File: src/rtl/eid_pkg.sv
package eid_pkg;

  // ---------------------------------------------------------------
  // widths
  // ---------------------------------------------------------------
  localparam int PTR_W  = 12;
  localparam int PC_W   = 21;
  localparam int ADDR_W = 12;
  localparam int Q_W    = 2;

  // ---------------------------------------------------------------
  // opcode fields
  // ---------------------------------------------------------------
  localparam logic [7:0]  OPC_ADD_PTR   = 8'hE8;
  localparam logic [7:0]  OPC_SUB_PTR   = 8'hE9;
  localparam logic [7:0]  OPC_PUSH      = 8'hEA;
  localparam logic [7:0]  OPC_MOVE      = 8'hEB;
  localparam logic [15:0] OPC_CALL_WORK = 16'h0014;
  localparam logic [1:0]  SEL_STACK     = 2'h3;
  localparam int          SEL_HI        = 7;
  localparam int          SEL_LO        = 6;
  localparam int          MOVE_KIND_BIT = 7;
  localparam int          ACCESS_BIT    = 8;

  // ---------------------------------------------------------------
  // addressing constants
  // ---------------------------------------------------------------
  localparam logic [7:0]        INDEX_LIMIT      = 8'h5F;
  localparam logic [ADDR_W-1:0] ACCESS_HIGH_BASE = 12'hF00;
  localparam logic [PC_W-1:0]   RET_OFFSET       = 21'h000002;
  localparam logic [5:0]        PUSH_STEP        = 6'h01;
  localparam int                SP_IDX           = 2;

  // ---------------------------------------------------------------
  // phases of one instruction cycle
  // ---------------------------------------------------------------
  localparam logic [Q_W-1:0] Q_FIRST = 2'h0;
  localparam logic [Q_W-1:0] Q_READ  = 2'h1;
  localparam logic [Q_W-1:0] Q_PROC  = 2'h2;
  localparam logic [Q_W-1:0] Q_WRITE = 2'h3;

  // ---------------------------------------------------------------
  // reset values
  // ---------------------------------------------------------------
  localparam logic             RST_EXT_EN = 1'h1;
  localparam logic [PTR_W-1:0] PTR_RST    = 12'h000;

  typedef enum logic [3:0] {
    OP_NONE, OP_ADD_PTR, OP_SUB_PTR, OP_ADD_RET, OP_SUB_RET,
    OP_CALL_WORK, OP_MOVE_TO_FILE, OP_MOVE_STACK, OP_PUSH
  } eid_op_t;

  typedef enum logic {ST_FIRST, ST_SECOND} eid_state_t;

endpackage

File: src/rtl/eid_decoder.sv
// Functional notes
// - access bit zero, f<=5Fh: indexed addressing
// - extension on when unprogrammed; config bit decides
// - decode eight extra literal instructions
// - pointer add/sub: one cycle, no flags
// - select 11 targets stack pointer, returns
// - add-and-return: two cycles, no flags
// - sub-and-return: two cycles, no flags
// - call via working reg: fixed pattern, two cycles
// - move stack to file: two words, cycles
// - move stack to stack: two words, cycles
// - push literal at stack pointer, then decrement
// - call pushes PC+2, loads PC from latches and working reg
// - return variants step pointer and pop PC at the same edge
module eid_decoder
  import eid_pkg::*;
(
  input  wire logic              ref_clk,
  input  wire logic              rst_n,
  input  wire logic              cfg_programmed,
  input  wire logic              extension_enable_cfg,
  input  wire logic              insn_valid,
  input  wire logic [15:0]       insn_word,
  input  wire logic              byte_op,
  input  wire logic [7:0]        working_register,
  input  wire logic [7:0]        pc_high_latch,
  input  wire logic [4:0]        pc_upper_latch,
  input  wire logic [PC_W-1:0]   pc_current,
  input  wire logic [PC_W-1:0]   return_stack_top,
  input  wire logic [3:0]        bank_select_reg,
  input  wire logic              ptr_wr,
  input  wire logic [1:0]        ptr_wsel,
  input  wire logic [PTR_W-1:0]  ptr_wdata,
  input  wire logic [7:0]        mem_rdata,
  output logic                   ext_active,
  output logic      [PTR_W-1:0]  pointer_register0,
  output logic      [PTR_W-1:0]  pointer_register1,
  output logic      [PTR_W-1:0]  software_stack_pointer,
  output logic                   pc_load,
  output logic      [PC_W-1:0]   pc_value,
  output logic                   ret_push,
  output logic      [PC_W-1:0]   ret_push_value,
  output logic                   ret_pop,
  output logic                   mem_rd,
  output logic      [ADDR_W-1:0] mem_raddr,
  output logic                   mem_wr,
  output logic      [ADDR_W-1:0] mem_waddr,
  output logic      [7:0]        mem_wdata,
  output logic                   fetch_second,
  output logic                   exec_hold,
  output logic                   flag_write_inhibit,
  output logic      [ADDR_W-1:0] byte_addr,
  output logic                   byte_indexed
);

  logic [Q_W-1:0]   q;
  logic             cfg_seen;
  eid_op_t          op;
  eid_op_t          next_op;
  eid_state_t       state;
  logic [15:0]      word1;
  logic [15:0]      word2;
  logic [7:0]       src_data;
  logic [PTR_W-1:0] ptr_q [3];
  logic             in_first;
  logic             is_move;
  logic             two_cycle;
  logic             rd_go;
  logic             wr1_go;
  logic             wr2_go;
  logic             take_word;

  eid_qphase u_qphase (
    .ref_clk (ref_clk),
    .rst_n   (rst_n),
    .q       (q)
  );

  // ---------------------------------------------------------------
  // configuration capture
  // ---------------------------------------------------------------
  always_ff @(posedge ref_clk or negedge rst_n) begin
    if (!rst_n) begin
      cfg_seen   <= 1'h0;
      ext_active <= RST_EXT_EN;
    end else if (!cfg_seen) begin
      cfg_seen   <= 1'h1;
      ext_active <= cfg_programmed ? extension_enable_cfg : RST_EXT_EN;
    end
  end

  // ---------------------------------------------------------------
  // decode
  // ---------------------------------------------------------------
  always_comb begin
    next_op = OP_NONE;
    if (ext_active) begin
      if (insn_word == OPC_CALL_WORK) begin
        next_op = OP_CALL_WORK;
      end else if (insn_word[15:8] == OPC_ADD_PTR) begin
        next_op = (insn_word[SEL_HI:SEL_LO] == SEL_STACK) ? OP_ADD_RET : OP_ADD_PTR;
      end else if (insn_word[15:8] == OPC_SUB_PTR) begin
        next_op = (insn_word[SEL_HI:SEL_LO] == SEL_STACK) ? OP_SUB_RET : OP_SUB_PTR;
      end else if (insn_word[15:8] == OPC_PUSH) begin
        next_op = OP_PUSH;
      end else if (insn_word[15:8] == OPC_MOVE) begin
        next_op = insn_word[MOVE_KIND_BIT] ? OP_MOVE_STACK : OP_MOVE_TO_FILE;
      end
    end
  end

  assign in_first  = (state == ST_FIRST);
  assign is_move   = (op == OP_MOVE_TO_FILE) || (op == OP_MOVE_STACK);
  assign two_cycle = is_move || (op == OP_CALL_WORK) || (op == OP_ADD_RET) || (op == OP_SUB_RET);
  assign take_word = (q == Q_FIRST) && insn_valid;
  assign rd_go     = in_first && (q == Q_READ) && is_move;
  assign wr1_go    = in_first && (q == Q_PROC) && (op != OP_NONE);
  assign wr2_go    = !in_first && (q == Q_PROC) && is_move;

  // ---------------------------------------------------------------
  // instruction cycle sequencing
  // ---------------------------------------------------------------
  always_ff @(posedge ref_clk or negedge rst_n) begin
    if (!rst_n) begin
      state     <= ST_FIRST;
      op        <= OP_NONE;
      exec_hold <= 1'h0;
    end else if (in_first && (q == Q_FIRST)) begin
      op <= insn_valid ? next_op : OP_NONE;
    end else if ((q == Q_WRITE) && in_first && two_cycle) begin
      state     <= ST_SECOND;
      exec_hold <= 1'h1;
    end else if ((q == Q_WRITE) && !in_first) begin
      state     <= ST_FIRST;
      op        <= OP_NONE;
      exec_hold <= 1'h0;
    end
  end

  always_ff @(posedge ref_clk or negedge rst_n) begin
    if (!rst_n) begin
      word1 <= 16'h0000;
      word2 <= 16'h0000;
    end else if (take_word && in_first) begin
      word1 <= insn_word;
    end else if (take_word && is_move) begin
      word2 <= insn_word;
    end
  end

  always_ff @(posedge ref_clk or negedge rst_n) begin
    if (!rst_n) begin
      flag_write_inhibit <= 1'h0;
    end else begin
      flag_write_inhibit <= (op != OP_NONE);
    end
  end

  // ---------------------------------------------------------------
  // pointer registers
  // ---------------------------------------------------------------
  for (genvar i = 0; i < 3; i++) begin : g_ptr
    logic sel_hit;
    logic sp_hit;
    assign sel_hit = ((op == OP_ADD_PTR) || (op == OP_SUB_PTR)) && (word1[SEL_HI:SEL_LO] == 2'(i));
    assign sp_hit  = (i == SP_IDX) && ((op == OP_ADD_RET) || (op == OP_SUB_RET) || (op == OP_PUSH));
    eid_ptr_unit #(
      .W (PTR_W)
    ) u_ptr (
      .ref_clk    (ref_clk),
      .rst_n      (rst_n),
      .load       (ptr_wr && (ptr_wsel == 2'(i))),
      .load_value (ptr_wdata),
      .step_en    (wr1_go && (sel_hit || sp_hit)),
      .step_down  ((op == OP_SUB_PTR) || (op == OP_SUB_RET) || (op == OP_PUSH)),
      .step       ((op == OP_PUSH) ? PUSH_STEP : word1[5:0]),
      .value      (ptr_q[i])
    );
  end

  assign pointer_register0      = ptr_q[0];
  assign pointer_register1      = ptr_q[1];
  assign software_stack_pointer = ptr_q[SP_IDX];

  // ---------------------------------------------------------------
  // program counter and return stack
  // ---------------------------------------------------------------
  always_ff @(posedge ref_clk or negedge rst_n) begin
    if (!rst_n) begin
      pc_load        <= 1'h0;
      pc_value       <= '0;
      ret_push       <= 1'h0;
      ret_push_value <= '0;
      ret_pop        <= 1'h0;
    end else begin
      pc_load  <= 1'h0;
      ret_push <= 1'h0;
      ret_pop  <= 1'h0;
      if (wr1_go && (op == OP_CALL_WORK)) begin
        ret_push       <= 1'h1;
        ret_push_value <= pc_current + RET_OFFSET;
        pc_load        <= 1'h1;
        pc_value       <= {pc_upper_latch, pc_high_latch, working_register};
      end else if (wr1_go && ((op == OP_ADD_RET) || (op == OP_SUB_RET))) begin
        pc_load  <= 1'h1;
        pc_value <= return_stack_top;
        ret_pop  <= 1'h1;
      end
    end
  end

  // ---------------------------------------------------------------
  // data memory moves and push
  // ---------------------------------------------------------------
  always_ff @(posedge ref_clk or negedge rst_n) begin
    if (!rst_n) begin
      mem_rd       <= 1'h0;
      mem_raddr    <= '0;
      fetch_second <= 1'h0;
      src_data     <= 8'h00;
    end else begin
      mem_rd       <= rd_go;
      fetch_second <= in_first && (q == Q_PROC) && is_move;
      if (rd_go) begin
        mem_raddr <= ptr_q[SP_IDX] + ADDR_W'(word1[6:0]);
      end
      if (in_first && (q == Q_PROC) && is_move) begin
        src_data <= mem_rdata;
      end
    end
  end

  always_ff @(posedge ref_clk or negedge rst_n) begin
    if (!rst_n) begin
      mem_wr    <= 1'h0;
      mem_waddr <= '0;
      mem_wdata <= 8'h00;
    end else begin
      mem_wr <= 1'h0;
      if (wr1_go && (op == OP_PUSH)) begin
        mem_wr    <= 1'h1;
        mem_waddr <= ptr_q[SP_IDX];
        mem_wdata <= word1[7:0];
      end else if (wr2_go) begin
        mem_wr    <= 1'h1;
        mem_wdata <= src_data;
        mem_waddr <= (op == OP_MOVE_STACK) ? ptr_q[SP_IDX] + ADDR_W'(word2[6:0]) : word2[11:0];
      end
    end
  end

  // ---------------------------------------------------------------
  // byte instruction addressing
  // ---------------------------------------------------------------
  always_ff @(posedge ref_clk or negedge rst_n) begin
    if (!rst_n) begin
      byte_addr    <= '0;
      byte_indexed <= 1'h0;
    end else if (take_word && in_first && byte_op) begin
      byte_indexed <= 1'h0;
      if (insn_word[ACCESS_BIT]) begin
        byte_addr <= {bank_select_reg, insn_word[7:0]};
      end else if (ext_active && (insn_word[7:0] <= INDEX_LIMIT)) begin
        byte_indexed <= 1'h1;
        byte_addr    <= ptr_q[SP_IDX] + ADDR_W'(insn_word[7:0]);
      end else if (insn_word[7:0] <= INDEX_LIMIT) begin
        byte_addr <= {4'h0, insn_word[7:0]};
      end else begin
        byte_addr <= ACCESS_HIGH_BASE | {4'h0, insn_word[7:0]};
      end
    end
  end

  logic dec_go;
  assign dec_go = in_first && take_word;
endmodule

File: src/rtl/eid_qphase.sv
module eid_qphase
  import eid_pkg::*;
(
  input  wire logic           ref_clk,
  input  wire logic           rst_n,
  output logic      [Q_W-1:0] q
);

  // ---------------------------------------------------------------
  // four phases per instruction cycle
  // ---------------------------------------------------------------
  always_ff @(posedge ref_clk or negedge rst_n) begin
    if (!rst_n) begin
      q <= Q_FIRST;
    end else begin
      q <= q + 2'h1;
    end
  end

endmodule

File: src/rtl/eid_ptr_unit.sv
module eid_ptr_unit
  import eid_pkg::*;
#(
  parameter int W = PTR_W
)
(
  input  wire logic         ref_clk,
  input  wire logic         rst_n,
  input  wire logic         load,
  input  wire logic [W-1:0] load_value,
  input  wire logic         step_en,
  input  wire logic         step_down,
  input  wire logic [5:0]   step,
  output logic      [W-1:0] value
);

  // ---------------------------------------------------------------
  // pointer register, extended step wins over core load
  // ---------------------------------------------------------------
  always_ff @(posedge ref_clk or negedge rst_n) begin
    if (!rst_n) begin
      value <= W'(PTR_RST);
    end else if (step_en) begin
      value <= step_down ? value - W'(step) : value + W'(step);
    end else if (load) begin
      value <= load_value;
    end
  end

endmodule

File: config.mk
export PLATFORM = sky130hd
export DESIGN_NAME = eid_decoder
export DESIGN_NICKNAME = d
export VERILOG_FILES = /design/src/rtl/eid_pkg.sv /design/src/rtl/eid_decoder.sv /design/src/rtl/eid_qphase.sv /design/src/rtl/eid_ptr_unit.sv
export SDC_FILE = /design/constraint.sdc
export NUM_CORES = 1
export LEC_CHECK = 0
export ABC_CLOCK_PERIOD_IN_PS = 3350
export BUFFER_PORTS_ARGS = -buffer_cell sky130_fd_sc_hd__clkbuf_2
export CORE_MARGIN = 10
export CORE_UTILIZATION = 50
export DETAILED_ROUTE_END_ITERATION = 7
export PLACE_DENSITY = 0.86
export SETUP_SLACK_MARGIN = 0.2
export SKIP_LAST_GASP = 1
export SLEW_MARGIN = 20
export SYNTH_ARGS = -nofsm -noshare
export SYNTH_HDL_FRONTEND = slang
export SYNTH_HIERARCHICAL = 1
export SYNTH_SLANG_ARGS = --single-unit
File: constraint.sdc
create_clock -name ref_clk -period 3.35 [get_ports ref_clk]
set_clock_uncertainty 0.05 [all_clocks]
set_input_delay 0.5025 -clock ref_clk [delete_from_list [all_inputs] [get_ports ref_clk]]
set_output_delay 0.5025 -clock ref_clk [all_outputs]
set_load 0.01 [all_outputs]
==> out/results.txt, run 1 <==
share of cells above drive strength 1 = 0.304
Relative slew margins = 0.364
min cycle time layout = 3180 ps
biggest area consumer among synthesized cells = dfrtp_1
Num CTS Buffers = 17
register area share after synthesis = 0.378
number of vias per cell = 6.04
Final #Nets = 1,641
Clock power frac = 0.313
Syn Inst Count = 1,201
worst setup margin = 167 ps
Setup violations, final = 0
WP data required = 3600 ps
MaxCap Viol Count = 0
initial core utilization = 0.507
asr flop ratio synth = 1.00
core box area = 0.0218 sq mm
Routed WL = 36,000 um
largest net degree at the start of global routing = 85
first-pass GRT wire length = 55,000 um
Critical R2R Capture = g_ptr[1].u_ptr/value[8]
initial antenna violation count = 2
CTS tree = yes
GRT Util Overall = 0.235
Hold Crit Class = in -> async
total negative slack = 0 ps
RR Startpoint = op[0]
CTS sink count = 167
total gr overflow = 0
row count = 54
synth warn = 6
Die X-Extent = 169 um
input/output buffers = 243
power per cell area = 475 mW/mm^2
Sw Share = 0.352
worst skew pair latency = 430 ps
Mapped Nets = 1,381
part of the power in registers = 0.367
combinational fraction of design power = 0.320
synthesized flop and latch total = 167
leading register cell type out of synthesis = dfrtp_1
EDFF count, synth = 0
worst reg2reg path depth = 13
vias in the first global route = 10,300
io pins = 244
Int Pwr = 0.00420 W
arrival time at the worst endpoint = 3430 ps
Critical Path Source Type = register
gpl congestion = 0.959
DR pass1 iterations = 6
Root Driver = clkbuf_16
Overall Power = 0.00648 W
Place WS = 13.0 ps
Hold Buf Count CTS = 0
syn_area_per_cell = 9.22 sq um
dpl hpwl = 26,100 um
Reg2Reg Setup Slack = 170 ps
P_leak = 6.37 nW
Setup CP Type = reg -> reg
Worst-Margin Slew = 951 ps
Clock Path Buffers = 2
hold_ws = 78.4 ps
synthesized cell area = 0.0111 sq mm
worst IR drop on VDD = 345 uV
CP Capture Type = register
Setup crit end = g_ptr[1].u_ptr/value[8]
crit-path max FO = 7
drt first-iter violations = 1,206
Post-DRT Antenna Nets = 0
Psw = 0.00228 W
Synth-to-Final Area Change = 23.3%
crit path from = op[0]
commonest non-fill, non-tap cell in the layout = clkbuf_2
H-tree levels = 4
maximum clock frequency = 314 MHz
RSZ-0062 raised after global routing = true
post-synth top area share = 0.375
post-synthesis cell type count = 88
part of the cycle the worst path needs = 0.950
clk slew on worst S/H paths = 70 ps
die area = 0.0285 sq mm
Vias = 10,600
Final Hold Violating Endpoints = 0
DIE HEIGHT = 169 um
most frequent cells in the layout = clkbuf_2 (242), dfrtp_1 (166), nand2_1 (156)
Post-route DRC = 0
status = finished, final reports clean
Routed wire per std cell = 20.5 um
Slew Limit Fails = 0
Synth area leaders = dfrtp_1 (38%), ha_1 (7.0%), nand2_1 (5.3%), o21ai_0 (3.9%), mux2i_1 (3.6%)
[worst min path at each step]
stage	startpoint	endpoint	slack [ps]	cells after the start
2_1_floorplan	rst_n	byte_addr[0]	160	0
3_3_place_gp	cfg_seen	ext_active	350	1
3_5_place_dp	cfg_seen	ext_active	360	1
4_1_cts	rst_n	g_ptr[2].u_ptr/value[8]	100	1
5_1_grt	rst_n	g_ptr[2].u_ptr/value[8]	130	1
6_report	rst_n	g_ptr[2].u_ptr/value[8]	80	1
[power by group through the flow]
stage | registers [W] | clock network, W | logic [W]
after floorplan | 0.00238 | 0 | 0.00117
after global placement | 0.00240 | 0 | 0.00175
after detailed placement | 0.00240 | 0 | 0.00180
after CTS | 0.00236 | 0.00206 | 0.00189
after global routing | 0.00239 | 0.00215 | 0.00225
final | 0.00238 | 0.00203 | 0.00207
[area by class of cell]
type | instances | area, sq um
Antenna cell | 2 | 5.00
Clock buffer | 19 | 443
Clock inverter | 13 | 156
Fill cell | 1777 | 8170
Inverter | 39 | 146
Multi-Input combinational cell | 945 | 6760
Sequential cell | 167 | 4180
Tap cell | 280 | 350
Timing Repair Buffer | 291 | 1610
[sequential cells by signal, indices dropped and copies added (netlist names), 2 cells and up]
| register | count |
|---|---|
| g_ptr.u_ptr/value | 36 |
| pc_value | 21 |
| ret_push_value | 21 |
| byte_addr | 12 |
| mem_raddr | 12 |
| mem_waddr | 12 |
| word2 | 12 |
| mem_wdata | 8 |
| src_data | 8 |
| word1 | 8 |
| op | 4 |
| u_qphase/q | 2 |
[repair_timing]
action	CTS	global route
endpoints found under the setup margin	14	19
endpoints found under the hold margin	0	0
pin swaps	7	16
resized for setup	25	48
gates cloned	0	1
buffers inserted	8	10
[Yosys cell counts (all sizes together) (20+ instances only)]
library cell  instances
a211oi               30
a21o                 23
a21oi                79
and2                 20
buf                  22
clkbuf               29
dfrtp               166
ha                   62
inv                  38
mux2                 24
mux2i                40
nand2               157
nand3                29
nor2                 77
nor2b                28
nor3                 22
o21ai                98
xnor2                39
xor2                 27
[metrics by stage]
stage               cell area, sq um   util  instances
floorplan                      11100      -       1201
global placement               12600  0.579       1703
detailed placement             12600  0.579       1703
CTS                            13400  0.612       1743
global route                   13700  0.626       1755
finish                         13700  0.626       1756
[critical path, stage by stage, from the launching register on]
cell and delay (ps):
dfrtp_1 410, nor4b_4 270, buf_4 180, or2_4 170
buf_4 130, buf_4 130, ha_1 200, inv_1 120
fa_2 400, a21oi_2 200, o21ai_1 120, a21o_1 220
a2111oi_4 350, a311oi_1 90
[per-layer routing]
metal / vias up / track usage / wire length (um)
li1: 4879 / - / -
met1: 5068 / 0.302 / 14500
met2: 555 / 0.377 / 17000
met3: 98 / 0.0556 / 3120
met4: 0 / 0.0829 / 1330
met5: - / 0 / 0
[logic make-up after synthesis]
family                   share of synthesized area
AND/OR/NAND/NOR                              0.184
AO/OA/AOI/OAI                                0.206
flip-flops                                   0.378
buffers and inverters                       0.0382
adder cells (fa/ha/maj)                     0.0809
XOR/XNOR                                    0.0522
multiplexers                                0.0606
other                                     0.000339
Note: power is estimated with default switching activity, not from simulation.
==> inputs of run 2 (changes only) <==
--- a/config.mk
+++ b/config.mk
@@ -5,7 +5,7 @@
 export SDC_FILE = /design/constraint.sdc
 export NUM_CORES = 1
 export LEC_CHECK = 0
-export ABC_CLOCK_PERIOD_IN_PS = 3350
+export ABC_CLOCK_PERIOD_IN_PS = 2630
 export BUFFER_PORTS_ARGS = -buffer_cell sky130_fd_sc_hd__clkbuf_2
 export CORE_MARGIN = 10
 export CORE_UTILIZATION = 50
==> constraint.sdc (replaced) <==
create_clock -name ref_clk -period 2.63 [get_ports ref_clk]
set_clock_uncertainty 0.05 [all_clocks]
set_input_delay 0.3945 -clock ref_clk [delete_from_list [all_inputs] [get_ports ref_clk]]
set_output_delay 0.3945 -clock ref_clk [all_outputs]
set_load 0.01 [all_outputs]
==> out/results.txt, run 2 (synthesis gave the netlist of run 1 again) <==
Relative slew margins = 0.535 (+0.171)
RR Startpoint = op[0]
row count = 54 (unchanged)
gpl congestion = 0.945 (-1.5%)
Int Pwr = 0.00572 W (+36%)
share of cells above drive strength 1 = 0.395 (+0.0909)
clk slew on worst S/H paths = 70 ps (about the same)
final core area utilization = 0.683 (+0.0576)
WP data required = 2920 ps (-680 ps)
Critical Path Source Type = register
Worst-Margin Slew = 696 ps (-255 ps)
hold_sp = mem_rdata[6]
Setup CP Type = reg -> reg
io pins = 244 (unchanged)
CP Capture Type = register
first-pass GRT wire length = 57,500 um (+4.5%)
DR pass1 iterations = 5 (-1)
vias in the first global route = 10,800 (+5.4%)
non-filler cells, final = 1,858 (+5.8%)
combinational fraction of design power = 0.376 (+0.056)
crit-path max FO = 14 (+7)
CTS sink count = 167 (unchanged)
Critical R2R Capture = g_ptr[0].u_ptr/value[11]
most frequent cells in the layout = clkbuf_2 (242), dfrtp_1 (163), nand2_1 (153)
Psw = 0.00316 W (+39%)
number of vias per cell = 6.03 (-0.18%)
Clock power frac = 0.286 (-0.027)
Final Hold Violating Endpoints = 0 (unchanged)
part of the cycle the worst path needs = 1.15 (+0.197)
P_leak = 6.97 nW (+9.4%)
Post-route DRC = 0 (unchanged)
dpl hpwl = 28,400 um (+8.6%)
Num CTS Buffers = 17 (unchanged)
Reg2Reg Setup Slack = -390 ps (-550 ps)
worst skew pair latency = 430 ps (about the same)
arrival time at the worst endpoint = 3310 ps (-120 ps)
Cells after DPL = 1,803 (+5.9%)
Hold Crit Class = in -> reg
ant diodes = 0 (-2)
DIE HEIGHT = 169 um (unchanged)
drt first-iter violations = 1,074 (-11%)
H-tree levels = 4 (unchanged)
worst reg2reg path depth = 12 (-1)
Vias = 11,200 (+5.6%)
Final #Nets = 1,745 (+6.3%)
input/output buffers = 243 (unchanged)
power per cell area = 596 mW/mm^2 (+25%)
Sw Share = 0.356 (+0.00436)
status = complete, but fails checks
commonest non-fill, non-tap cell in the layout = clkbuf_2
maximum clock frequency = 331 MHz (+5.5%)
initial antenna violation count = 0 (-2)
initial core utilization = 0.507 (unchanged)
CTS tree = yes
Setup violations, final = 26 (+26)
RSZ-0062 raised after global routing = true
Clock Path Buffers = 2 (unchanged)
Root Driver = clkbuf_16
worst setup margin = -388 ps (-555 ps)
largest net degree at the start of global routing = 55 (-35%)
worst IR drop on VDD = 447 uV (+30%)
Top Registers = g_ptr.u_ptr/value: 36 flops, pc_value: 21 flops, ret_push_value: 21 flops
total gr overflow = 0 (unchanged)
MaxCap Viol Count = 0 (unchanged)
Routed wire per std cell = 20.9 um (+2.2%)
crit path from = op[0]
GRT Util Overall = 0.249 (+0.0140)
part of the power in registers = 0.338 (-0.029)
core box area = 0.0218 sq mm (unchanged)
min cycle time layout = 3020 ps (-165 ps)
Setup crit end = g_ptr[0].u_ptr/value[11]
Synth-to-Final Area Change = 34.7%
Largest Register = g_ptr.u_ptr/value
die area = 0.0285 sq mm (unchanged)
Slew Limit Fails = 0 (unchanged)
Die X-Extent = 169 um (unchanged)
Post-DRT Antenna Nets = 0 (unchanged)
Routed WL = 38,900 um (+8.1%)
failing checks = negative setup slack
number of flip-flops in the largest register = 36 (unchanged)
run 2: power groups by stage:
| stage | registers (W) | clock network, W | logic [W] |
|---|---|---|---|
| 5_1_grt | 0.00302 | 0.00267 | 0.00358 |
| 4_1_cts | 0.00298 | 0.00255 | 0.00306 |
| 3_5_place_dp | 0.00303 | 0 | 0.00287 |
| 2_1_floorplan | 0.00303 | 0 | 0.00166 |
| 6_report | 0.00300 | 0.00254 | 0.00334 |
| 3_3_place_gp | 0.00302 | 0 | 0.00278 |
run 2: timing repair:
item,CTS,global route
gates cloned,1,1
buffers inserted,10,10
hold buffers,1,0
hold endpoints to repair,42,0
pin swaps,36,30
resized for setup,39,60
setup endpoints to repair,34,43
run 2: how the worst min path moves through the flow:
stage	cells after the start	slack [ps]	end
2_1_floorplan	0	50	byte_addr[0]
3_3_place_gp	1	300	mem_wr
3_5_place_dp	1	300	mem_wr
4_1_cts	3	100	src_data[5]
5_1_grt	3	90	src_data[5]
6_report	3	100	src_data[6]
run 2: final cells by class:
class	instances	area, sq um
repair buffers	395	2440
flip-flops and latches	167	4180
clock inverters	13	138
multi-input cells	945	7210
well taps	280	350
fillers	1578	6910
clock buffers	19	443
inverters	39	146
run 2: critical path: stages (launching register included):
cell,delay (ps)
dfrtp_1,410
nor4b_4,300
buf_6,160
and2b_4,270
buf_4,170
nor4_4,280
a21o_2,220
ha_4,160
and2_4,190
nand2_1,60
o22a_1,230
and2_1,160
a311oi_2,260
run 2: per-layer routing:
metal	share of wire	up-vias	wire length, um	GRT usage
met4	0.041	0	1590	0.0973
li1	-	5094	-	-
met5	0	-	0	0
met2	0.48	557	18900	0.414
met1	0.39	5421	15200	0.307
met3	0.083	123	3230	0.0549
run 2: metrics by stage:
stage,TNS (ps),hold WS (ps),instance area (sq um),worst slack (ps),power (W)
global route,-9920,89.9,14900,-500,0.00927
global placement,-4630,299,13700,-307,0.00580
floorplan,-1800,48.9,11400,-142,0.00469
finish,-6830,102,14900,-388,0.00888
detailed placement,-7250,296,13700,-421,0.00590
CTS,-4230,95.6,14500,-273,0.00859
